==> config.mk <==
export PLATFORM = sky130hd
export DESIGN_NAME = casp_port
export DESIGN_NICKNAME = d
export VERILOG_FILES = /design/src/casp_pkg.sv /design/src/casp_port.sv
export SDC_FILE = /design/constraint.sdc
export NUM_CORES = 1
export LEC_CHECK = 0
export ABC_AREA = 1
export BUFFER_PORTS_ARGS = -buffer_cell sky130_fd_sc_hd__buf_2
export CAP_MARGIN = 15
export CORE_ASPECT_RATIO = 1.4
export CORE_MARGIN = 2
export CORE_UTILIZATION = 30
export DETAILED_ROUTE_END_ITERATION = 8
export PLACE_DENSITY_LB_ADDON = 0.2
export SETUP_SLACK_MARGIN = 0.15
export SLEW_MARGIN = 20
export SYNTH_ARGS = -nofsm -noshare
export SYNTH_HDL_FRONTEND = slang
export SYNTH_SLANG_ARGS = --single-unit
==> constraint.sdc <==
create_clock -name clk -period 3.9 [get_ports clk]
set_clock_uncertainty 0.15 [all_clocks]
set_input_delay 0.39 -clock clk [delete_from_list [all_inputs] [get_ports clk]]
set_output_delay 0.39 -clock clk [all_outputs]
set_load 0.005 [all_outputs]
==> src/casp_pkg.sv <==
// package of constants and carriers for the channelled serial port
package casp_pkg;

    // ==================================================================
    // control word fields
    localparam int CTL_SELECT_BIT = 0;
    localparam int CTL_DIR_BIT = 1;
    localparam int CTL_CHAN_LSB = 2;
    localparam int CTL_RATE_LSB = 4;
    localparam logic [7:0] CTL_RESET_VALUE = 8'h00;

    // ==================================================================
    // status word fields
    localparam int STS_PARITY_BIT = 0;
    localparam int STS_OVERRUN_BIT = 1;
    localparam int STS_FRAMING_BIT = 2;
    localparam int STS_TXDONE_BIT = 3;
    localparam int STS_TXEMPTY_BIT = 4;
    localparam int STS_RXAVAIL_BIT = 5;
    localparam int STS_READY_BIT = 6;
    localparam logic STS_SPARE_VALUE = 1'b0;

    // ==================================================================
    // timing: reference clock and 16x sampling
    localparam int CLK_HZ = 10_000_000;
    localparam int OVERSAMPLE = 16;
    localparam logic [3:0] MID_BIT_COUNT = 4'h7;   // 8 ticks from edge
    localparam logic [3:0] LAST_TICK = 4'hf;
    localparam int BASE_BAUD = 110;
    // half-period of the 16x square wave at the slowest rate, in clk
    localparam int BASE_HALF_CYCLES = CLK_HZ / (BASE_BAUD * OVERSAMPLE * 2);
    localparam logic [11:0] BASE_HALF = 12'(BASE_HALF_CYCLES);

    // ==================================================================
    // frame shape
    localparam logic [3:0] TTY_DATA_BITS = 4'h7;
    localparam logic [3:0] TAPE_DATA_BITS = 4'h8;
    localparam logic [1:0] TTY_CHANNEL = 2'h0;

    // control word carrier
    typedef struct packed {
        logic [3:0] rate;
        logic [1:0] chan;
        logic dir_in;
        logic select;
    } casp_ctl_t;

    // serial engine states
    typedef enum logic [2:0] {
        SER_IDLE, SER_START, SER_DATA, SER_PARITY, SER_STOP
    } casp_ser_t;

endpackage : casp_pkg

==> src/casp_port.sv <==
// channelled asynchronous serial port with control/status and data exchange
`timescale 1ns/10ps

// Behaviour
// - separate buffers and shifters for each direction
// - idle transmitter loads buffer into shifter immediately
// - extra interrupt after last character leaves
// - start edge verified low at mid-bit
// - receiver checks parity after last data bit
// - receive interrupt pulses on data-available rise
// - unread character overwritten sets overrun flag
// - frame: start, data, parity, one-plus stops
// - channel zero seven bits, others eight
// - one exchange writes control, returns status
// - select low resets, high enables channel
// - direction bit steers data exchange, driven out
// - channel field picks teleprinter or tape
// - four-bit code programs bit-rate divider
// - status bit zero is parity error
// - status bit one is overrun
// - status bit two is framing error
// - status bit three is character sent
// - status bit four is transmit empty
// - status bit five is receive available
// - error flags cleared by master reset
// - tape channels mask unselected interrupt source
// - bit six ready line, bit seven constant
// - data exchange writes or reads by direction
// - serial output only to selected channel
// - drive square clock at sixteen times rate
// - tape frame twelve bits, teleprinter eleven
module casp_port (
    input wire logic clk,                  // 10 MHz reference
    input wire logic rst,                  // synchronous, active high
    input wire logic control_status_exchange, // one-cycle strobe
    input wire logic data_exchange,        // one-cycle strobe
    input wire logic [7:0] acc_in,         // accumulator value offered
    output logic [7:0] acc_out,            // value returned to accumulator
    input wire logic [3:0] ready_in,       // ready line of each device
    input wire logic [3:0] serial_in,      // serial data from each device
    output logic [3:0] serial_out,         // serial data to each device
    output logic [3:0] channel_enable,     // per-device enable
    output logic dir_in_out,               // direction to all devices
    output logic clock_16x,                // square wave at 16x bit rate
    output logic interrupt                 // one-cycle interrupt request
);
    import casp_pkg::*;

    // ==================================================================
    // control word and derived settings
    casp_ctl_t ctl;          // last control word written
    logic core_rst;          // master reset of the serial core
    logic [3:0] data_bits;   // active word length
    logic [11:0] half_limit; // divider half-period in clk cycles
    logic [11:0] div_cnt;    // divider counter
    logic tick;              // one pulse per 16x clock period

    assign core_rst = rst | ~ctl.select;
    // shared word-length setting for both directions
    assign data_bits = (ctl.chan == TTY_CHANNEL) ? TTY_DATA_BITS
                                                 : TAPE_DATA_BITS;
    // binary divider: code n halves the period n times; codes beyond the
    // 1760 baud step saturate so the range stays 110..1760 baud
    assign half_limit = BASE_HALF >> ((ctl.rate > 4'h4)
        ? 4'h4 : ctl.rate);

    // control word latched on every control/status exchange
    always_ff @(posedge clk) begin
        if (rst) begin
            ctl <= casp_ctl_t'(CTL_RESET_VALUE);
        end else if (control_status_exchange) begin
            ctl <= casp_ctl_t'(acc_in);
        end
    end

    // ==================================================================
    // rate divider: square wave and tick for the serial engines
    always_ff @(posedge clk) begin
        if (rst) begin
            div_cnt <= 12'h0000;
            clock_16x <= 1'b0;
        end else if (div_cnt + 12'h0001 >= half_limit) begin
            div_cnt <= 12'h0000;
            clock_16x <= ~clock_16x;
        end else begin
            div_cnt <= div_cnt + 12'h0001;
        end
    end
    // one tick per full square-wave period, on the falling transition
    assign tick = clock_16x & (div_cnt + 12'h0001 >= half_limit);

    // ==================================================================
    // transmitter
    casp_ser_t tx_state;       // transmit engine state
    logic [7:0] tx_buf;        // transmit buffer
    logic tx_buf_full;         // buffer holds a character
    logic [7:0] tx_shift;      // transmit shift register
    logic tx_par;              // running parity of sent bits
    logic [3:0] tx_sub;        // tick count within a bit
    logic [3:0] tx_bit;        // bit index within the field
    logic tx_line;             // serial level being sent
    logic tx_char_done;        // character finished sending
    logic tx_done_pulse;       // one-cycle tx_char_done
    logic tx_write;            // data exchange in output direction
    logic tx_stop2;            // second stop bit in progress

    assign tx_write = data_exchange & ~ctl.dir_in;

    // transmit buffer: written by software, drained into the shifter
    always_ff @(posedge clk) begin
        if (core_rst) begin
            tx_buf <= 8'h00;
            tx_buf_full <= 1'b0;
        end else if (tx_write) begin
            tx_buf <= acc_in;
            tx_buf_full <= 1'b1;
        end else if (tx_state == SER_IDLE && tx_buf_full) begin
            tx_buf_full <= 1'b0;
        end
    end

    // transmit engine: start, data lsb first, parity, two stop bits
    always_ff @(posedge clk) begin
        if (core_rst) begin
            tx_state <= SER_IDLE;
            tx_shift <= 8'h00;
            tx_par <= 1'b0;
            tx_sub <= 4'h0;
            tx_bit <= 4'h0;
            tx_line <= 1'b1;
            tx_stop2 <= 1'b0;
            tx_done_pulse <= 1'b0;
        end else begin
            tx_done_pulse <= 1'b0;
            unique case (tx_state)
                SER_IDLE: begin
                    tx_line <= 1'b1;
                    if (tx_buf_full) begin
                        // move at once so the buffer frees for the next
                        tx_shift <= tx_buf;
                        tx_par <= 1'b0;
                        tx_sub <= 4'h0;
                        tx_line <= 1'b0;
                        tx_state <= SER_START;
                    end
                end
                SER_START: begin
                    if (tick) begin
                        tx_sub <= tx_sub + 4'h1;
                        if (tx_sub == LAST_TICK) begin
                            tx_line <= tx_shift[0];
                            tx_par <= tx_shift[0];
                            tx_bit <= 4'h1;
                            tx_state <= SER_DATA;
                        end
                    end
                end
                SER_DATA: begin
                    if (tick) begin
                        tx_sub <= tx_sub + 4'h1;
                        if (tx_sub == LAST_TICK) begin
                            tx_shift <= {1'b0, tx_shift[7:1]};
                            if (tx_bit == data_bits) begin
                                // transmitter always generates parity
                                tx_line <= tx_par;
                                tx_state <= SER_PARITY;
                            end else begin
                                tx_line <= tx_shift[1];
                                tx_par <= tx_par ^ tx_shift[1];
                                tx_bit <= tx_bit + 4'h1;
                            end
                        end
                    end
                end
                SER_PARITY: begin
                    if (tick) begin
                        tx_sub <= tx_sub + 4'h1;
                        if (tx_sub == LAST_TICK) begin
                            tx_line <= 1'b1;
                            tx_stop2 <= 1'b0;
                            tx_state <= SER_STOP;
                        end
                    end
                end
                SER_STOP: begin
                    // two stops: 12-bit tape, 11-bit teleprinter frames
                    if (tick) begin
                        tx_sub <= tx_sub + 4'h1;
                        if (tx_sub == LAST_TICK) begin
                            tx_stop2 <= 1'b1;
                            if (tx_stop2) begin
                                tx_done_pulse <= 1'b1;
                                tx_state <= SER_IDLE;
                            end
                        end
                    end
                end
            endcase
        end
    end

    // character-sent flag: set at end of frame, cleared by a new write
    always_ff @(posedge clk) begin
        if (core_rst) begin
            tx_char_done <= 1'b1;
        end else if (tx_done_pulse) begin
            tx_char_done <= 1'b1;
        end else if (tx_write) begin
            tx_char_done <= 1'b0;
        end
    end

    // ==================================================================
    // receiver
    casp_ser_t rx_state;       // receive engine state
    logic [7:0] rx_shift;      // receive shift register
    logic [7:0] rx_buf;        // receive buffer
    logic rx_avail;            // receive data available
    logic rx_avail_d;          // delayed copy for edge detect
    logic rx_par;              // running parity of received data
    logic [3:0] rx_sub;        // tick count within a bit
    logic [3:0] rx_bit;        // data bits taken so far
    logic rx_line;             // selected serial input
    logic rx_line_d;           // previous level for edge detect
    logic rx_read;             // data exchange in input direction
    logic rx_done;             // complete character this cycle
    logic rx_par_bad;          // parity mismatch on this character
    logic err_parity;          // parity error flag
    logic err_overrun;         // overrun flag
    logic err_framing;         // framing error flag

    assign rx_line = serial_in[ctl.chan];
    assign rx_read = data_exchange & ctl.dir_in;

    // receive engine: each bit sampled at its centre
    always_ff @(posedge clk) begin
        if (core_rst) begin
            rx_state <= SER_IDLE;
            rx_shift <= 8'h00;
            rx_par <= 1'b0;
            rx_sub <= 4'h0;
            rx_bit <= 4'h0;
            rx_line_d <= 1'b1;
            rx_done <= 1'b0;
            rx_par_bad <= 1'b0;
        end else begin
            rx_done <= 1'b0;
            if (tick) begin
                rx_line_d <= rx_line;
            end
            unique case (rx_state)
                SER_IDLE: begin
                    if (tick && rx_line_d && !rx_line) begin
                        rx_sub <= 4'h0;
                        rx_state <= SER_START;
                    end
                end
                SER_START: begin
                    if (tick) begin
                        rx_sub <= rx_sub + 4'h1;
                        if (rx_sub == MID_BIT_COUNT) begin
                            // a spike that has gone high is noise
                            if (rx_line) begin
                                rx_state <= SER_IDLE;
                            end else begin
                                rx_sub <= 4'h0;
                                rx_bit <= 4'h0;
                                rx_par <= 1'b0;
                                rx_shift <= 8'h00;
                                rx_state <= SER_DATA;
                            end
                        end
                    end
                end
                SER_DATA: begin
                    if (tick) begin
                        rx_sub <= rx_sub + 4'h1;
                        if (rx_sub == LAST_TICK) begin
                            // shift in at the msb end of the active width
                            rx_shift <= (data_bits == TTY_DATA_BITS)
                                ? {1'b0, rx_line, rx_shift[6:1]}
                                : {rx_line, rx_shift[7:1]};
                            rx_par <= rx_par ^ rx_line;
                            rx_bit <= rx_bit + 4'h1;
                            if (rx_bit + 4'h1 == data_bits) begin
                                rx_state <= SER_PARITY;
                            end
                        end
                    end
                end
                SER_PARITY: begin
                    if (tick) begin
                        rx_sub <= rx_sub + 4'h1;
                        if (rx_sub == LAST_TICK) begin
                            rx_par_bad <= rx_par ^ rx_line;
                            rx_state <= SER_STOP;
                        end
                    end
                end
                SER_STOP: begin
                    // only one stop is checked; the rest is idle gap
                    if (tick) begin
                        rx_sub <= rx_sub + 4'h1;
                        if (rx_sub == LAST_TICK) begin
                            rx_done <= 1'b1;
                            rx_state <= SER_IDLE;
                        end
                    end
                end
            endcase
        end
    end

    // receive buffer, availability and error flags; set beats clear
    always_ff @(posedge clk) begin
        if (core_rst) begin
            rx_buf <= 8'h00;
            rx_avail <= 1'b0;
            err_parity <= 1'b0;
            err_overrun <= 1'b0;
            err_framing <= 1'b0;
        end else if (rx_done) begin
            rx_buf <= rx_shift;
            rx_avail <= 1'b1;
            err_overrun <= rx_avail & ~rx_read;
            err_parity <= rx_par_bad;
            err_framing <= ~rx_line;
        end else if (rx_read) begin
            rx_avail <= 1'b0;
        end
    end

    // ==================================================================
    // interrupt: rising edges of the two sources, masked on tape
    logic irq_rx;              // receive source pulse
    logic irq_tx;              // transmit source pulse
    logic is_tty;              // teleprinter channel selected

    always_ff @(posedge clk) begin
        if (core_rst) begin
            rx_avail_d <= 1'b0;
        end else begin
            rx_avail_d <= rx_avail;
        end
    end

    assign is_tty = (ctl.chan == TTY_CHANNEL);
    assign irq_rx = rx_avail & ~rx_avail_d;
    // every tx_char_done, the last of a block included
    assign irq_tx = tx_done_pulse;
    assign interrupt = (irq_rx & (is_tty | ctl.dir_in))
                     | (irq_tx & (is_tty | ~ctl.dir_in));

    // ==================================================================
    // status word and accumulator return
    logic [7:0] status;        // current status word

    always_comb begin
        status = 8'h00;
        status[STS_PARITY_BIT] = err_parity;
        status[STS_OVERRUN_BIT] = err_overrun;
        status[STS_FRAMING_BIT] = err_framing;
        status[STS_TXDONE_BIT] = tx_char_done & ~tx_buf_full;
        status[STS_TXEMPTY_BIT] = ~tx_buf_full;
        status[STS_RXAVAIL_BIT] = rx_avail;
        status[STS_READY_BIT] = ready_in[ctl.chan];
        status[7] = STS_SPARE_VALUE;
    end

    // returned value is registered; teleprinter msb reads zero anyway
    always_ff @(posedge clk) begin
        if (rst) begin
            acc_out <= 8'h00;
        end else if (control_status_exchange) begin
            acc_out <= status;
        end else if (rx_read) begin
            acc_out <= rx_buf;
        end
    end

    // ==================================================================
    // device-side outputs
    // unselected lines idle at mark so they never see bits
    always_comb begin
        serial_out = 4'hf;
        channel_enable = 4'h0;
        serial_out[ctl.chan] = tx_line;
        channel_enable[ctl.chan] = ctl.select;
    end
    assign dir_in_out = ctl.dir_in;

endmodule : casp_port

Word level (Yosys, flattened, before mapping)

Cells that the tools add are included.

Add/sub/neg operators: 5
$lt $le $gt $ge: 4
Equal/unequal tests: 39
Shift operators: 1
Muxes and demuxes: 95
Bitwise logic cells: 28
Reductions and logical operators: 35

Operators with widths:

| kind                  | count |
|---|---|
| $mux 4                | 19 |
| $mux 8                | 9 |
| $mux 3                | 21 |
| $ne 2x2->1 const B    | 23 |
| $pmux 8 s2            | 2 |
| $pmux 3 s5            | 2 |
| $mux 1                | 28 |
| $pmux 4 s2            | 3 |
| $add 4x1->4 const B   | 4 |
| $mux 7                | 2 |
| $reduce_and 7->1      | 2 |
| $reduce_bool 2->1     | 7 |
| $add 12x1->12 const B | 1 |
| $eq 3x2->1 const B    | 4 |
| $ge 12x12->1          | 1 |
| $pmux 4 s3            | 1 |
| $reduce_and 6->1      | 2 |
| $shr 12x4->12 const A | 1 |
| $not 1->1             | 11 |
| $reduce_and 11->1     | 1 |
| $reduce_and 10->1     | 1 |
| $and 1x1->1           | 8 |
| $eq 4x3->1 const B    | 2 |
| $eq 4x4->1            | 2 |
| 31 further kinds      | 50 |

Flip-flop bits (word level): 98
Word-level logic and storage cells: 240

Longest topological paths before layout

Gate-level depths: netlist of run 1.

Depth after elaboration: 9
Gate-level depth with buffers: 22
Depth with buffers taken out: 21

Worst setup path before layout of run 1

OpenSTA, ideal clock, no wires.

Path kind: register to register
From: register ctl[4] (netlist name)
To: register rx_sub[0]
Library setup time: 116 ps
Arrival: 2,761 ps
Path slack: 874 ps
Stages on the path, launching flop included: 22
Buffers on the path: 1
Path through: dfxtp_1 o21ai_0 nand2_1 nor2_1 inv_1 ha_1 or2_2 a21boi_0 ha_1 nand2_1 nand2_1 nand2_1 nand3_1 nor2_2 nand2_2 nand2_2 buf_6 nand2_4 nand2_2 clkinv_1 nor2_1 nor2_1

Longest elaborated chain between the ends: 9
Elaborated cells between the ends (all ways): 11

RTL lines:

| what                                  | RTL line         | source |
|---|---|---|
| from (decl)                           | casp_port.sv:51  | `casp_ctl_t ctl;` |
| from (signal assigned)                | casp_port.sv:70  | `ctl <= casp_ctl_t'(CTL_RESET_VALUE);` |
| from (signal assigned)                | casp_port.sv:72  | `ctl <= casp_ctl_t'(acc_in);` |
| $gt 4x3->1                            | casp_port.sv:64  | `assign half_limit = BASE_HALF >> ((ctl.rate > 4'h4)` |
| $mux 4 (*)                            | casp_port.sv:65  | `? 4'h4 : ctl.rate);` |
| $shr 12x4->12 (*)                     | casp_port.sv:64  |  |
| $ge 12x12->1 (*)                      | casp_port.sv:90  | `assign tick = clock_16x & (div_cnt + 12'h0001 >= half_limit);` |
| $and 1x1->1 (*)                       | casp_port.sv:90  |  |
| $logic_and 1x1->1 (2 in series)       | casp_port.sv:253 | `if (tick && rx_line_d && !rx_line) begin` |
| $ne 2x2->1 (no source line)           | n/a              |  |
| $reduce_and 3->1 (no source line) (*) | n/a              |  |
| to (signal assigned)                  | casp_port.sv:260 | `rx_sub <= rx_sub + 4'h1;` |
| to (signal assigned)                  | casp_port.sv:277 | `rx_sub <= rx_sub + 4'h1;` |
| to (signal assigned)                  | casp_port.sv:293 | `rx_sub <= rx_sub + 4'h1;` |
| to (decl)                             | casp_port.sv:221 | `logic [3:0] rx_sub;` |

Every way passes the cells marked *; elsewhere a longest branch is shown, timed or not.
A chain may end at the register's enable or synchronous reset.

Final worst setup path of run 1

From: register ctl[4] (netlist name)
To: register rx_bit[0]

Longest elaborated chain between the ends: 7
Elaborated cells between the ends (all ways): 8

RTL lines:

| what                                  | RTL line         | source |
|---|---|---|
| $gt 4x3->1                            | casp_port.sv:64  |  |
| $mux 4 (*)                            | casp_port.sv:65  |  |
| $shr 12x4->12 (*)                     | casp_port.sv:64  |  |
| $ge 12x12->1 (*)                      | casp_port.sv:90  |  |
| $and 1x1->1 (*)                       | casp_port.sv:90  |  |
| $ne 2x2->1 (no source line)           | n/a              |  |
| $reduce_and 6->1 (no source line) (*) | n/a              |  |
| to (signal assigned)                  | casp_port.sv:284 | `rx_bit <= rx_bit + 4'h1;` |
| to (decl)                             | casp_port.sv:222 | `logic [3:0] rx_bit;` |

Marks and branches as above.

==> impl_metrics.tcl, run 1 <==
set metrics [dict create \
    ant_nets 0 \
    whs_path_depth 2 \
    slew_viol_final 0 \
    initial_core_util 0.306 \
    grt_max_degree 24 \
    die_x_microns 114 \
    crit_top_cell "nand2_1" \
    dieArea_sq_mm 0.0181 \
    worst_pin_slew_ps 688 \
    first_pass_iters 4 \
    core-area_sq_mm 0.0167 \
    clockPowerShare 0.432 \
    rows 56 \
    syn_avg_cell_area_sq_um 7.11 \
    nNetsFinal 793 \
    path_cells "o21ai_0 > nand2_1 > nor2_2 > inv_1 > ha_1 > or2_2 > a21boi_0 > ha_1 > nand2_1 > nand2_1 > nand2_1 > nand3_1 > nor2_2 > nand2_2 > nand2_2 > clkinv_2 > nand2_8 > inv_4 > o21ai_0 > nor2_1" \
    rsz0062_at_grt "false" \
    wl_microns 12500 \
    p_int_uw 1630 \
    hp-class "input port to register" \
    min_period_ps 3360 \
    area_growth_pct 13.5 \
    end_kind "register" \
    critPathTopFamily "simple AND/OR/NAND/NOR gates" \
    postCtsSetupBuffers 0 \
    reg2reg_depth 20 \
    cts_root_buf "clkbuf_16" \
    path_class "register to register" \
    synthCells 717 \
    final.setup.tns_ps 0 \
    detail_route.iter0.violations 185 \
    crit_arrival_ps 3450 \
    cts_repair_resize_count 0 \
    drc_errors 0 \
    fillerInstances 1812 \
    synth_cell_types 43 \
    ios 39 \
    total_power_uw 2150 \
    track_usage 0.147 \
    power_switching_uw 520 \
    vias_per_cell 4.67 \
    required_ps 3990 \
    vias 4479 \
    async_flop_share 0 \
    slowest_delay_ps 310 \
    min_period_over_period 0.860 \
    die_h_microns 158 \
    diodes 0 \
    synth-seq-area-share 0.385 \
    synthFlopType "dfxtp_1" \
    dpl.hpwl_microns 9360 \
    combPwrFrac 0.088 \
    synth_edf_count 0 \
    synth_seq_cells 98 \
    power_frac_seq 0.480 \
    synth_area_sq_mm 0.00510 \
    antenna_found_initial 0 \
    grt_remaining_overflow 0 \
    slowest_stage "dfxtp_1" \
    p_sw_frac 0.242 \
    clk_latency_ps 350 \
    slew_headroom 0.541 \
    cts_sinks 98 \
    yosys_warnings 0 \
    port_buffers 38 \
    setup-violations-final 0 \
    clockBufferDepth 2 \
    cts.hold.buffers_added 0 \
    post_drt_wl_per_cell_microns 13.0 \
    cts_tree "built" \
    max-vdd-ir-drop_uv 165 \
    h-tree-depth 3 \
    startpoint_type "register" \
    cap_violations 0 \
    grt_pass1_wl_microns 20900 \
    r2r_setup_slack_ps 540 \
    cts_buffers 9 \
    grt_pass1_vias 4276 \
    power_density_mw_per_mm2 371 \
    status "finished clean" \
    drive_gt1_frac 0.147 \
    fmax_mhz 298 \
    path_buf_inv 3 \
    place.gp.congestion 0.878 \
    final-hold-violation-count 0 \
    crit_cells 20 \
    worstPathMaxFanout 14 \
    cts.reportedPaths.clkPinSlew_ps 70 \
    p_leak_uw 0.00244 \
    syn-num-nets 758 \
]
worst paths after layout:
path,from,end
worst max register to register,ctl[4]$_SDFFE_PP0P_,rx_bit[0]$_SDFFE_PP0P_
worst min register to register,irq_tx$_SDFF_PP0_,tx_char_done$_SDFFE_PP1P_
worst min-delay path,rst,acc_out[6]$_SDFFE_PP0P_
worst max-delay path,ctl[4]$_SDFFE_PP0P_,rx_bit[0]$_SDFFE_PP0P_
logic make-up after synthesis:
logic type	share of synthesized area
buffers and inverters	0.0876
AND/OR/NAND/NOR	0.321
flip-flops	0.385
XOR/XNOR	0.0223
AO/OA/AOI/OAI	0.133
adder cells (fa/ha/maj)	0.0515
worst reg2reg max path, cell delays in order, from the launching register on:
cell	delay (ps)
dfxtp_1	310
o21ai_0	140
nand2_1	90
nor2_2	160
inv_1	100
ha_1	290
or2_2	310
a21boi_0	130
ha_1	290
nand2_1	70
nand2_1	40
nand2_1	60
nand3_1	70
nor2_2	120
nand2_2	100
nand2_2	180
clkinv_2	200
nand2_8	160
inv_4	100
o21ai_0	150
nor2_1	50
cell usage after synthesis, types with 2 or more instances:
master	instances	area, sq um
inv_2	3	11.3
nand2_4	6	67.6
inv_4	2	12.5
nor3_1	4	20.0
a31oi_1	7	43.8
nor2_2	6	37.5
buf_2	3	15.0
xor2_1	9	78.8
o21ai_0	40	200
o21ai_1	2	10.0
ha_1	21	263
nand3_1	45	225
xnor2_1	4	35.0
clkbuf_1	12	45.0
nand3_2	9	90.1
a21oi_2	9	78.8
a21oi_1	52	260
nand2_2	7	43.8
nor2_4	3	33.8
o211ai_1	3	22.5
inv_1	75	282
or2_2	3	18.8
nand4_1	14	87.6
nor2_1	92	345
nor4_1	2	12.5
dfxtp_1	98	1960
nand2_1	166	623
clkinv_1	3	11.3
buf_6	3	33.8
routing by layer:
layer	track usage	wire length, microns	vias to the layer above
met1	0.177	5570	2005
met3	0.0308	534	19
li1	-	-	2383
met5	0	0	-
met2	0.253	6070	72
met4	0.0616	293	0
cell type report:
cell class	count	area [sq um]	area share
clock inverters	2	35.0	0.00605
flip-flops and latches	98	1960	0.339
repair buffers	45	243	0.0419
clock buffers	13	270	0.0467
well taps	203	254	0.0439
inverters	84	322	0.0555
multi-input cells	514	2700	0.467
layout by cell type (no fill, tap or decap), types with 4 or more instances in the layout:
master,count
a21oi_1,52
o21ai_0,40
nor2_1,91
a31oi_1,7
nand4_1,14
nand3_2,9
clkbuf_16,9
nand3_1,45
nand2_1,166
inv_1,75
dfxtp_1,98
a21oi_2,9
nand2_4,5
xnor2_1,4
ha_1,21
buf_2,38
nand2_2,7
buf_4,7
nor3_1,4
nor2_2,7
xor2_1,9
through the flow:
| stage | setup WS (ps) | hold WS [ps] | utilization | area (sq um) | std cells |
|---|---|---|---|---|---|
| 2_1_floorplan | 874 | 262 | - | 5100 | 717 |
| 3_3_place_gp | 483 | 281 | 0.328 | 5470 | 944 |
| 3_5_place_dp | 413 | 273 | 0.328 | 5470 | 944 |
| 4_1_cts | 402 | 117 | 0.346 | 5780 | 959 |
| 5_1_grt | 194 | 134 | 0.347 | 5790 | 959 |
| 6_report | 544 | 138 | 0.347 | 5790 | 959 |
registers in the layout (all words and copies together) (netlist names), 3 cells and up:
signal    flops
acc_out       8
ctl           7
div_cnt      12
rx_bit        4
rx_buf        8
rx_shift      8
rx_state      3
rx_sub        4
tx_bit        4
tx_buf        8
tx_shift      8
tx_state      3
tx_sub        4
power groups by stage:
| stage | logic, uW | registers (uW) | clock network, uW |
|---|---|---|---|
| 2_1_floorplan | 132 | 1050 | 0 |
| 3_3_place_gp | 191 | 1050 | 0 |
| 3_5_place_dp | 190 | 1050 | 0 |
| 4_1_cts | 191 | 1030 | 959 |
| 5_1_grt | 215 | 1030 | 993 |
| 6_report | 188 | 1030 | 928 |
(Power assumes the default switching activity.)
==> inputs of run 2 (changes only) <==
--- a/config.mk
+++ b/config.mk
@@ -12,4 +12,5 @@
 export CORE_MARGIN = 2
 export CORE_UTILIZATION = 30
+export CTS_BUF_LIST = sky130_fd_sc_hd__clkbuf_4 sky130_fd_sc_hd__clkbuf_8
 export DETAILED_ROUTE_END_ITERATION = 8
 export PLACE_DENSITY_LB_ADDON = 0.2
==> constraint.sdc (replaced) <==
create_clock -name clk -period 3.9 [get_ports clk]
set_clock_uncertainty 0.15 [all_clocks]
set_input_delay 0.195 -clock clk [delete_from_list [all_inputs] [get_ports clk]]
set_output_delay 0.195 -clock clk [all_outputs]
set_load 0.005 [all_outputs]
==> run 2 against run 1 <==
- worst hold slack lost 48 ps
- non-clock buffer count grew 12
- final cell count grew 1.3%
- sequential power is essentially flat
- total power shrank 9.9%
- critical path depth is the same
- setup slack lost 62 ps
- clock power shrank 24%
- sequential share of layout area shrank 0.080 points
- largest cell class unchanged
==> impl_metrics.tcl, run 2 (same netlist as run 1, synthesis figures left out) <==
set metrics [dict create \
    status "finished clean" \
    crit_arrival_ps 3540 \
    drive_gt1_frac 0.146 \
    slowest_delay_ps 320 \
    setup-violations-final 0 \
    p_int_uw 1440 \
    max-vdd-ir-drop_uv 123 \
    placedCellCount 944 \
    path_cells "o21ai_0 > nand2_1 > nor2_2 > inv_1 > ha_1 > or2_2 > a21boi_0 > ha_1 > nand2_1 > nand2_1 > nand2_1 > nand3_1 > nor2_2 > nand2_2 > nand2_2 > clkinv_2 > nand2_4 > inv_4 > o21ai_0 > nor2_1" \
    slowest_stage "dfxtp_1" \
    final.setup.tns_ps 0 \
    critPathTopFamily "simple AND/OR/NAND/NOR gates" \
    wl_microns 12500 \
    slew_viol_final 0 \
    first_pass_iters 4 \
    clockPowerShare 0.366 \
    grt_pass1_vias 4458 \
    ant_nets 0 \
    postCtsSetupBuffers 0 \
    port_buffers 38 \
    slew_headroom 0.531 \
    worst_pin_slew_ps 703 \
    fmax_mhz 293 \
    vias 4520 \
    startpoint_type "register" \
    grt_max_degree 24 \
    diodes 0 \
    routed.top_layer "met4" \
    end_kind "register" \
    worst_hold_startpoint "serial_in[0]" \
    power_density_mw_per_mm2 333 \
    reg2reg_depth 20 \
    vias_per_cell 4.65 \
    ios 39 \
    path_class "register to register" \
    stdcell_count 971 \
    required_ps 4020 \
    timing.rr.end "rx_bit[0]$_SDFFE_PP0P_" \
    rows 56 \
    track_usage 0.147 \
    reg2reg_from "ctl[4]$_SDFFE_PP0P_" \
    clockBufferDepth 2 \
    dpl.hpwl_microns 9380 \
    h-tree-depth 3 \
    crit_start "ctl[4]$_SDFFE_PP0P_" \
    top_register "div_cnt" \
    post_drt_wl_per_cell_microns 12.9 \
    hold_end "rx_shift[6]$_SDFFE_PP0P_" \
    path_buf_inv 3 \
    cap_violations 0 \
    initial_core_util 0.306 \
    final_util 0.348 \
    hp-class "input port to register" \
    power_switching_uw 493 \
    grt_remaining_overflow 0 \
    drc_errors 0 \
    p_sw_frac 0.255 \
    cts_sinks 98 \
    min_period_over_period 0.876 \
    die_x_microns 114 \
    core-area_sq_mm 0.0167 \
    cts.reportedPaths.clkPinSlew_ps 90 \
    layout_commonest_cell "nand2_1" \
    detail_route.iter0.violations 170 \
    cts_root_buf "clkbuf_8" \
    combPwrFrac 0.102 \
    worstPathMaxFanout 14 \
    dr_wl_met3_microns 419 \
    rsz0062_at_grt "false" \
    dieArea_sq_mm 0.0181 \
    cts_buffers 9 \
    place.gp.congestion 0.870 \
    largest_reg_flops 12 \
    final-hold-violation-count 0 \
    power_frac_seq 0.533 \
    crit_top_cell "nand2_1" \
    area_growth_pct 13.8 \
    nNetsFinal 805 \
    wl_met1_microns 5790 \
    clk_latency_ps 370 \
    r2r_setup_slack_ps 480 \
    p_leak_uw 0.00246 \
    whs_path_depth 5 \
    grt_pass1_wl_microns 21100 \
    layout_common_cells "nand2_1 (166), dfxtp_1 (98), nor2_1 (91)" \
    cts_tree "built" \
    dr_wl_met2_microns 6130 \
    antenna_found_initial 0 \
    die_h_microns 158 \
    min_period_ps 3420 \
    fillerInstances 1817 \
]
==> run 2: cell count changes in the layout (fill, tap and decap cells not counted), sizes merged <==
cell and change:
dlygate4sd3 +12
==> run 2: tightest hold or removal path: stages <==
cell     delay (ps)
buf_2           110
nand2_4          70
a21oi_1          80
nand2_2          60
a21oi_1          50
==> run 2: layout make-up <==
| type | instances | area, sq um | area share |
|---|---|---|---|
| multi-input combinational | 514 | 2700 | 0.464 |
| sequential | 98 | 1960 | 0.338 |
| timing repair buffer | 57 | 363 | 0.0625 |
| inverter | 84 | 322 | 0.0554 |
| tap | 203 | 254 | 0.0438 |
| clock buffer | 13 | 173 | 0.0298 |
| clock inverter | 2 | 35.0 | 0.00604 |
==> run 2: timing repair <==
item,CTS,global route
setup endpoints to repair,0,4
endpoints found under the hold margin,17,0
hold buffers,12,0
gates resized for setup,0,1
==> run 2: worst max path at each step <==
stage,cells after the start,end,slack [ps]
after floorplan,21,rx_sub[0]$_SDFFE_PP0P_,870
after global placement,20,rx_bit[0]$_SDFFE_PP0P_,490
after detailed placement,20,rx_bit[0]$_SDFFE_PP0P_,430
after CTS,20,rx_bit[0]$_SDFFE_PP0P_,400
after global routing,20,rx_bit[1]$_SDFFE_PP0P_,170
final,20,rx_bit[0]$_SDFFE_PP0P_,480
==> run 2: per-stage QoR <==
step	cell area, sq um	power [uW]	hold WS (ps)	worst slack, ps
detailed placement	5470	1240	283	427
global route	5800	2040	95.3	173
finish	5800	1930	89.9	482
floorplan	5100	1180	114	874
global placement	5470	1250	283	493
CTS	5800	1960	62.8	403
==> run 2: metal layers <==
metal,GRT usage,vias to the layer above
li1,-,2410
met1,0.178,2031
met2,0.257,68
met3,0.0285,11
met4,0.0557,0
met5,0,-
==> run 2: power groups by stage <==
stage	clock, uW	sequential [uW]	combinational, uW
finish	707	1030	196
global route	777	1030	226
CTS	734	1030	199
detailed placement	0	1050	189
global placement	0	1050	191
floorplan	0	1050	132
==> inputs of run 3 (changes only) <==
Settings changed: BUFFER_PORTS_ARGS -buffer_cell sky130_fd_sc_hd__buf_2 to -buffer_cell sky130_fd_sc_hd__buf_4, GPL_TIMING_DRIVEN from default to 0.
==> run 3 against run 2 <==
- sequential share of layout area down 0.87 points
- design area up 2.7%
- largest cell class unchanged
- fmax grew 0.17%
- critical endpoint is now rx_sub[2]$_SDFFE_PP0P_
- via count grew 1.9%
- total power down 0.71%
- count of clock-buffer cells in the layout is the same
- largest power group unchanged
- highest routed layer unchanged
==> impl_metrics.tcl, run 3 (same netlist as run 1, synthesis figures left out) <==
set metrics [dict create \
    cts.reportedPaths.clkPinSlew_ps 90 \
    core-area_sq_mm 0.0167 \
    top_register "div_cnt" \
    r2r_setup_slack_ps 490 \
    path_buf_inv 3 \
    hp-class "input port to register" \
    slowest_stage "dfxtp_1" \
    diodes 0 \
    ios 39 \
    nNetsFinal 816 \
    worst_pin_slew_ps 702 \
    cts_root_buf "clkbuf_8" \
    min_period_ps 3410 \
    detail_route.iter0.violations 252 \
    fillerInstances 1831 \
    cts_tree "built" \
    cts_sinks 98 \
    drc_errors 0 \
    antenna_found_initial 0 \
    final_util 0.357 \
    setup-violations-final 0 \
    reg2reg_from "ctl[4]$_SDFFE_PP0P_" \
    p_leak_uw 0.00251 \
    slowest_delay_ps 320 \
    max-vdd-ir-drop_uv 164 \
    vias 4606 \
    whs_path_depth 4 \
    track_usage 0.154 \
    end_kind "register" \
    critPathTopFamily "simple AND/OR/NAND/NOR gates" \
    final.setup.tns_ps 0 \
    area_growth_pct 16.8 \
    worstPathMaxFanout 10 \
    slew_viol_final 0 \
    grt_pass1_vias 4500 \
    grt_max_degree 15 \
    layout_commonest_cell "nand2_1" \
    min_period_over_period 0.875 \
    worst_hold_startpoint "data_exchange" \
    power_density_mw_per_mm2 322 \
    first_pass_iters 4 \
    cts_buffers 9 \
    ant_nets 0 \
    whs_ps 83.6 \
    slew_headroom 0.532 \
    dieArea_sq_mm 0.0181 \
    postCtsSetupBuffers 0 \
    drive_gt1_frac 0.150 \
    clk_latency_ps 350 \
    timing.rr.end "rx_sub[2]$_SDFFE_PP0P_" \
    dpl.hpwl_microns 9900 \
    h-tree-depth 3 \
    status "finished clean" \
    crit_top_cell "nand2_1" \
    layout_common_cells "nand2_1 (162), dfxtp_1 (98), nor2_1 (90)" \
    final-hold-violation-count 0 \
    port_buffers 37 \
    rows 56 \
    crit_arrival_ps 3520 \
    grt_pass1_wl_microns 22000 \
    grt_remaining_overflow 0 \
    path_cells "o21ai_0 > nand2_1 > nor2_4 > inv_1 > ha_1 > or2_2 > a21boi_0 > ha_1 > nand2_1 > nand2_1 > nand2_1 > nand3_1 > nor2_2 > nand2_2 > nand2_4 > buf_6 > nand2_4 > nand2_2 > clkinv_1 > nor2_1 > nor2_1" \
    die_x_microns 114 \
    rsz0062_at_grt "false" \
    fmax_mhz 293 \
    initial_core_util 0.306 \
    clockBufferDepth 2 \
    die_h_microns 158 \
    largest_reg_flops 12 \
    cap_violations 0 \
    place.gp.congestion 0.857 \
    startpoint_type "register" \
    hold_end "acc_out[7]$_SDFFE_PP0P_" \
    required_ps 4000 \
    total_power_uw 1920 \
    vias_per_cell 4.69 \
    reg2reg_depth 21 \
    post_drt_wl_per_cell_microns 13.3 \
    wl_microns 13100 \
    path_class "register to register" \
]
-- run 3: cell types whose count changed in the layout (fill, tap and decap cells not counted), sizes merged --
cell         change
buf              +1
clkbuf          +12
clkinv           -2
clkinvlp         +1
dlygate4sd3      -2
inv              +1
-- run 3: routing by layer --
metal  track usage  wire (microns)
met4        0.0453             145
met5             0               0
met1         0.187            5970
met3        0.0232             443
met2         0.279            6520
-- run 3: power by group --
group          leakage (uW)  internal [uW]  switching, uW
combinational       0.00162           82.4            133
sequential         0.000794           1020           10.1
clock              0.000100            333            346
total               0.00251           1430            488
-- run 3: area by class of cell --
class / count / area (sq um) / area share
multi-input combinational: 514 / 2720 / 0.456
tap: 203 / 254 / 0.0426
clock inverter: 2 / 37.5 / 0.00630
buffer: 21 / 125 / 0.0210
clock buffer: 13 / 160 / 0.0269
timing repair buffer: 47 / 378 / 0.0634
inverter: 84 / 323 / 0.0542
sequential: 98 / 1960 / 0.329
-- run 3: stage by stage --
step	std cells	cell area (sq um)	worst slack (ps)
detailed placement	957	5630	218
global route	982	5960	174
finish	982	5960	488
CTS	982	5930	194
global placement	957	5630	265
floorplan	717	5100	874
-- run 3: worst register-to-register path: stages, from the launching register on --
cell and delay, ps:
dfxtp_1 320, o21ai_0 140, nand2_1 130, nor2_4 130
inv_1 80, ha_1 290, or2_2 310, a21boi_0 160
ha_1 330, nand2_1 70, nand2_1 40, nand2_1 50
nand3_1 90, nor2_2 140, nand2_2 130, nand2_4 120
buf_6 170, nand2_4 90, nand2_2 130, clkinv_1 90
nor2_1 80, nor2_1 50
-- run 3: what timing repair did --
item | CTS | global route
hold buffers | 10 | 0
endpoints found under the hold margin | 16 | 0
gates resized for setup | 0 | 9
endpoints found under the setup margin | 0 | 38
-- run 3: worst max-delay path by stage --
stage | startpoint | end | slack (ps) | depth (start not counted)
2_1_floorplan | ctl[4]$_SDFFE_PP0P_ | rx_sub[0]$_SDFFE_PP0P_ | 870 | 21
3_3_place_gp | ctl[4]$_SDFFE_PP0P_ | tx_shift[2]$_SDFFE_PP0P_ | 270 | 19
3_5_place_dp | ctl[4]$_SDFFE_PP0P_ | tx_shift[5]$_SDFFE_PP0P_ | 220 | 19
4_1_cts | ctl[4]$_SDFFE_PP0P_ | tx_shift[4]$_SDFFE_PP0P_ | 190 | 19
5_1_grt | ctl[4]$_SDFFE_PP0P_ | rx_sub[2]$_SDFFE_PP0P_ | 170 | 21
6_report | ctl[4]$_SDFFE_PP0P_ | rx_sub[2]$_SDFFE_PP0P_ | 490 | 21
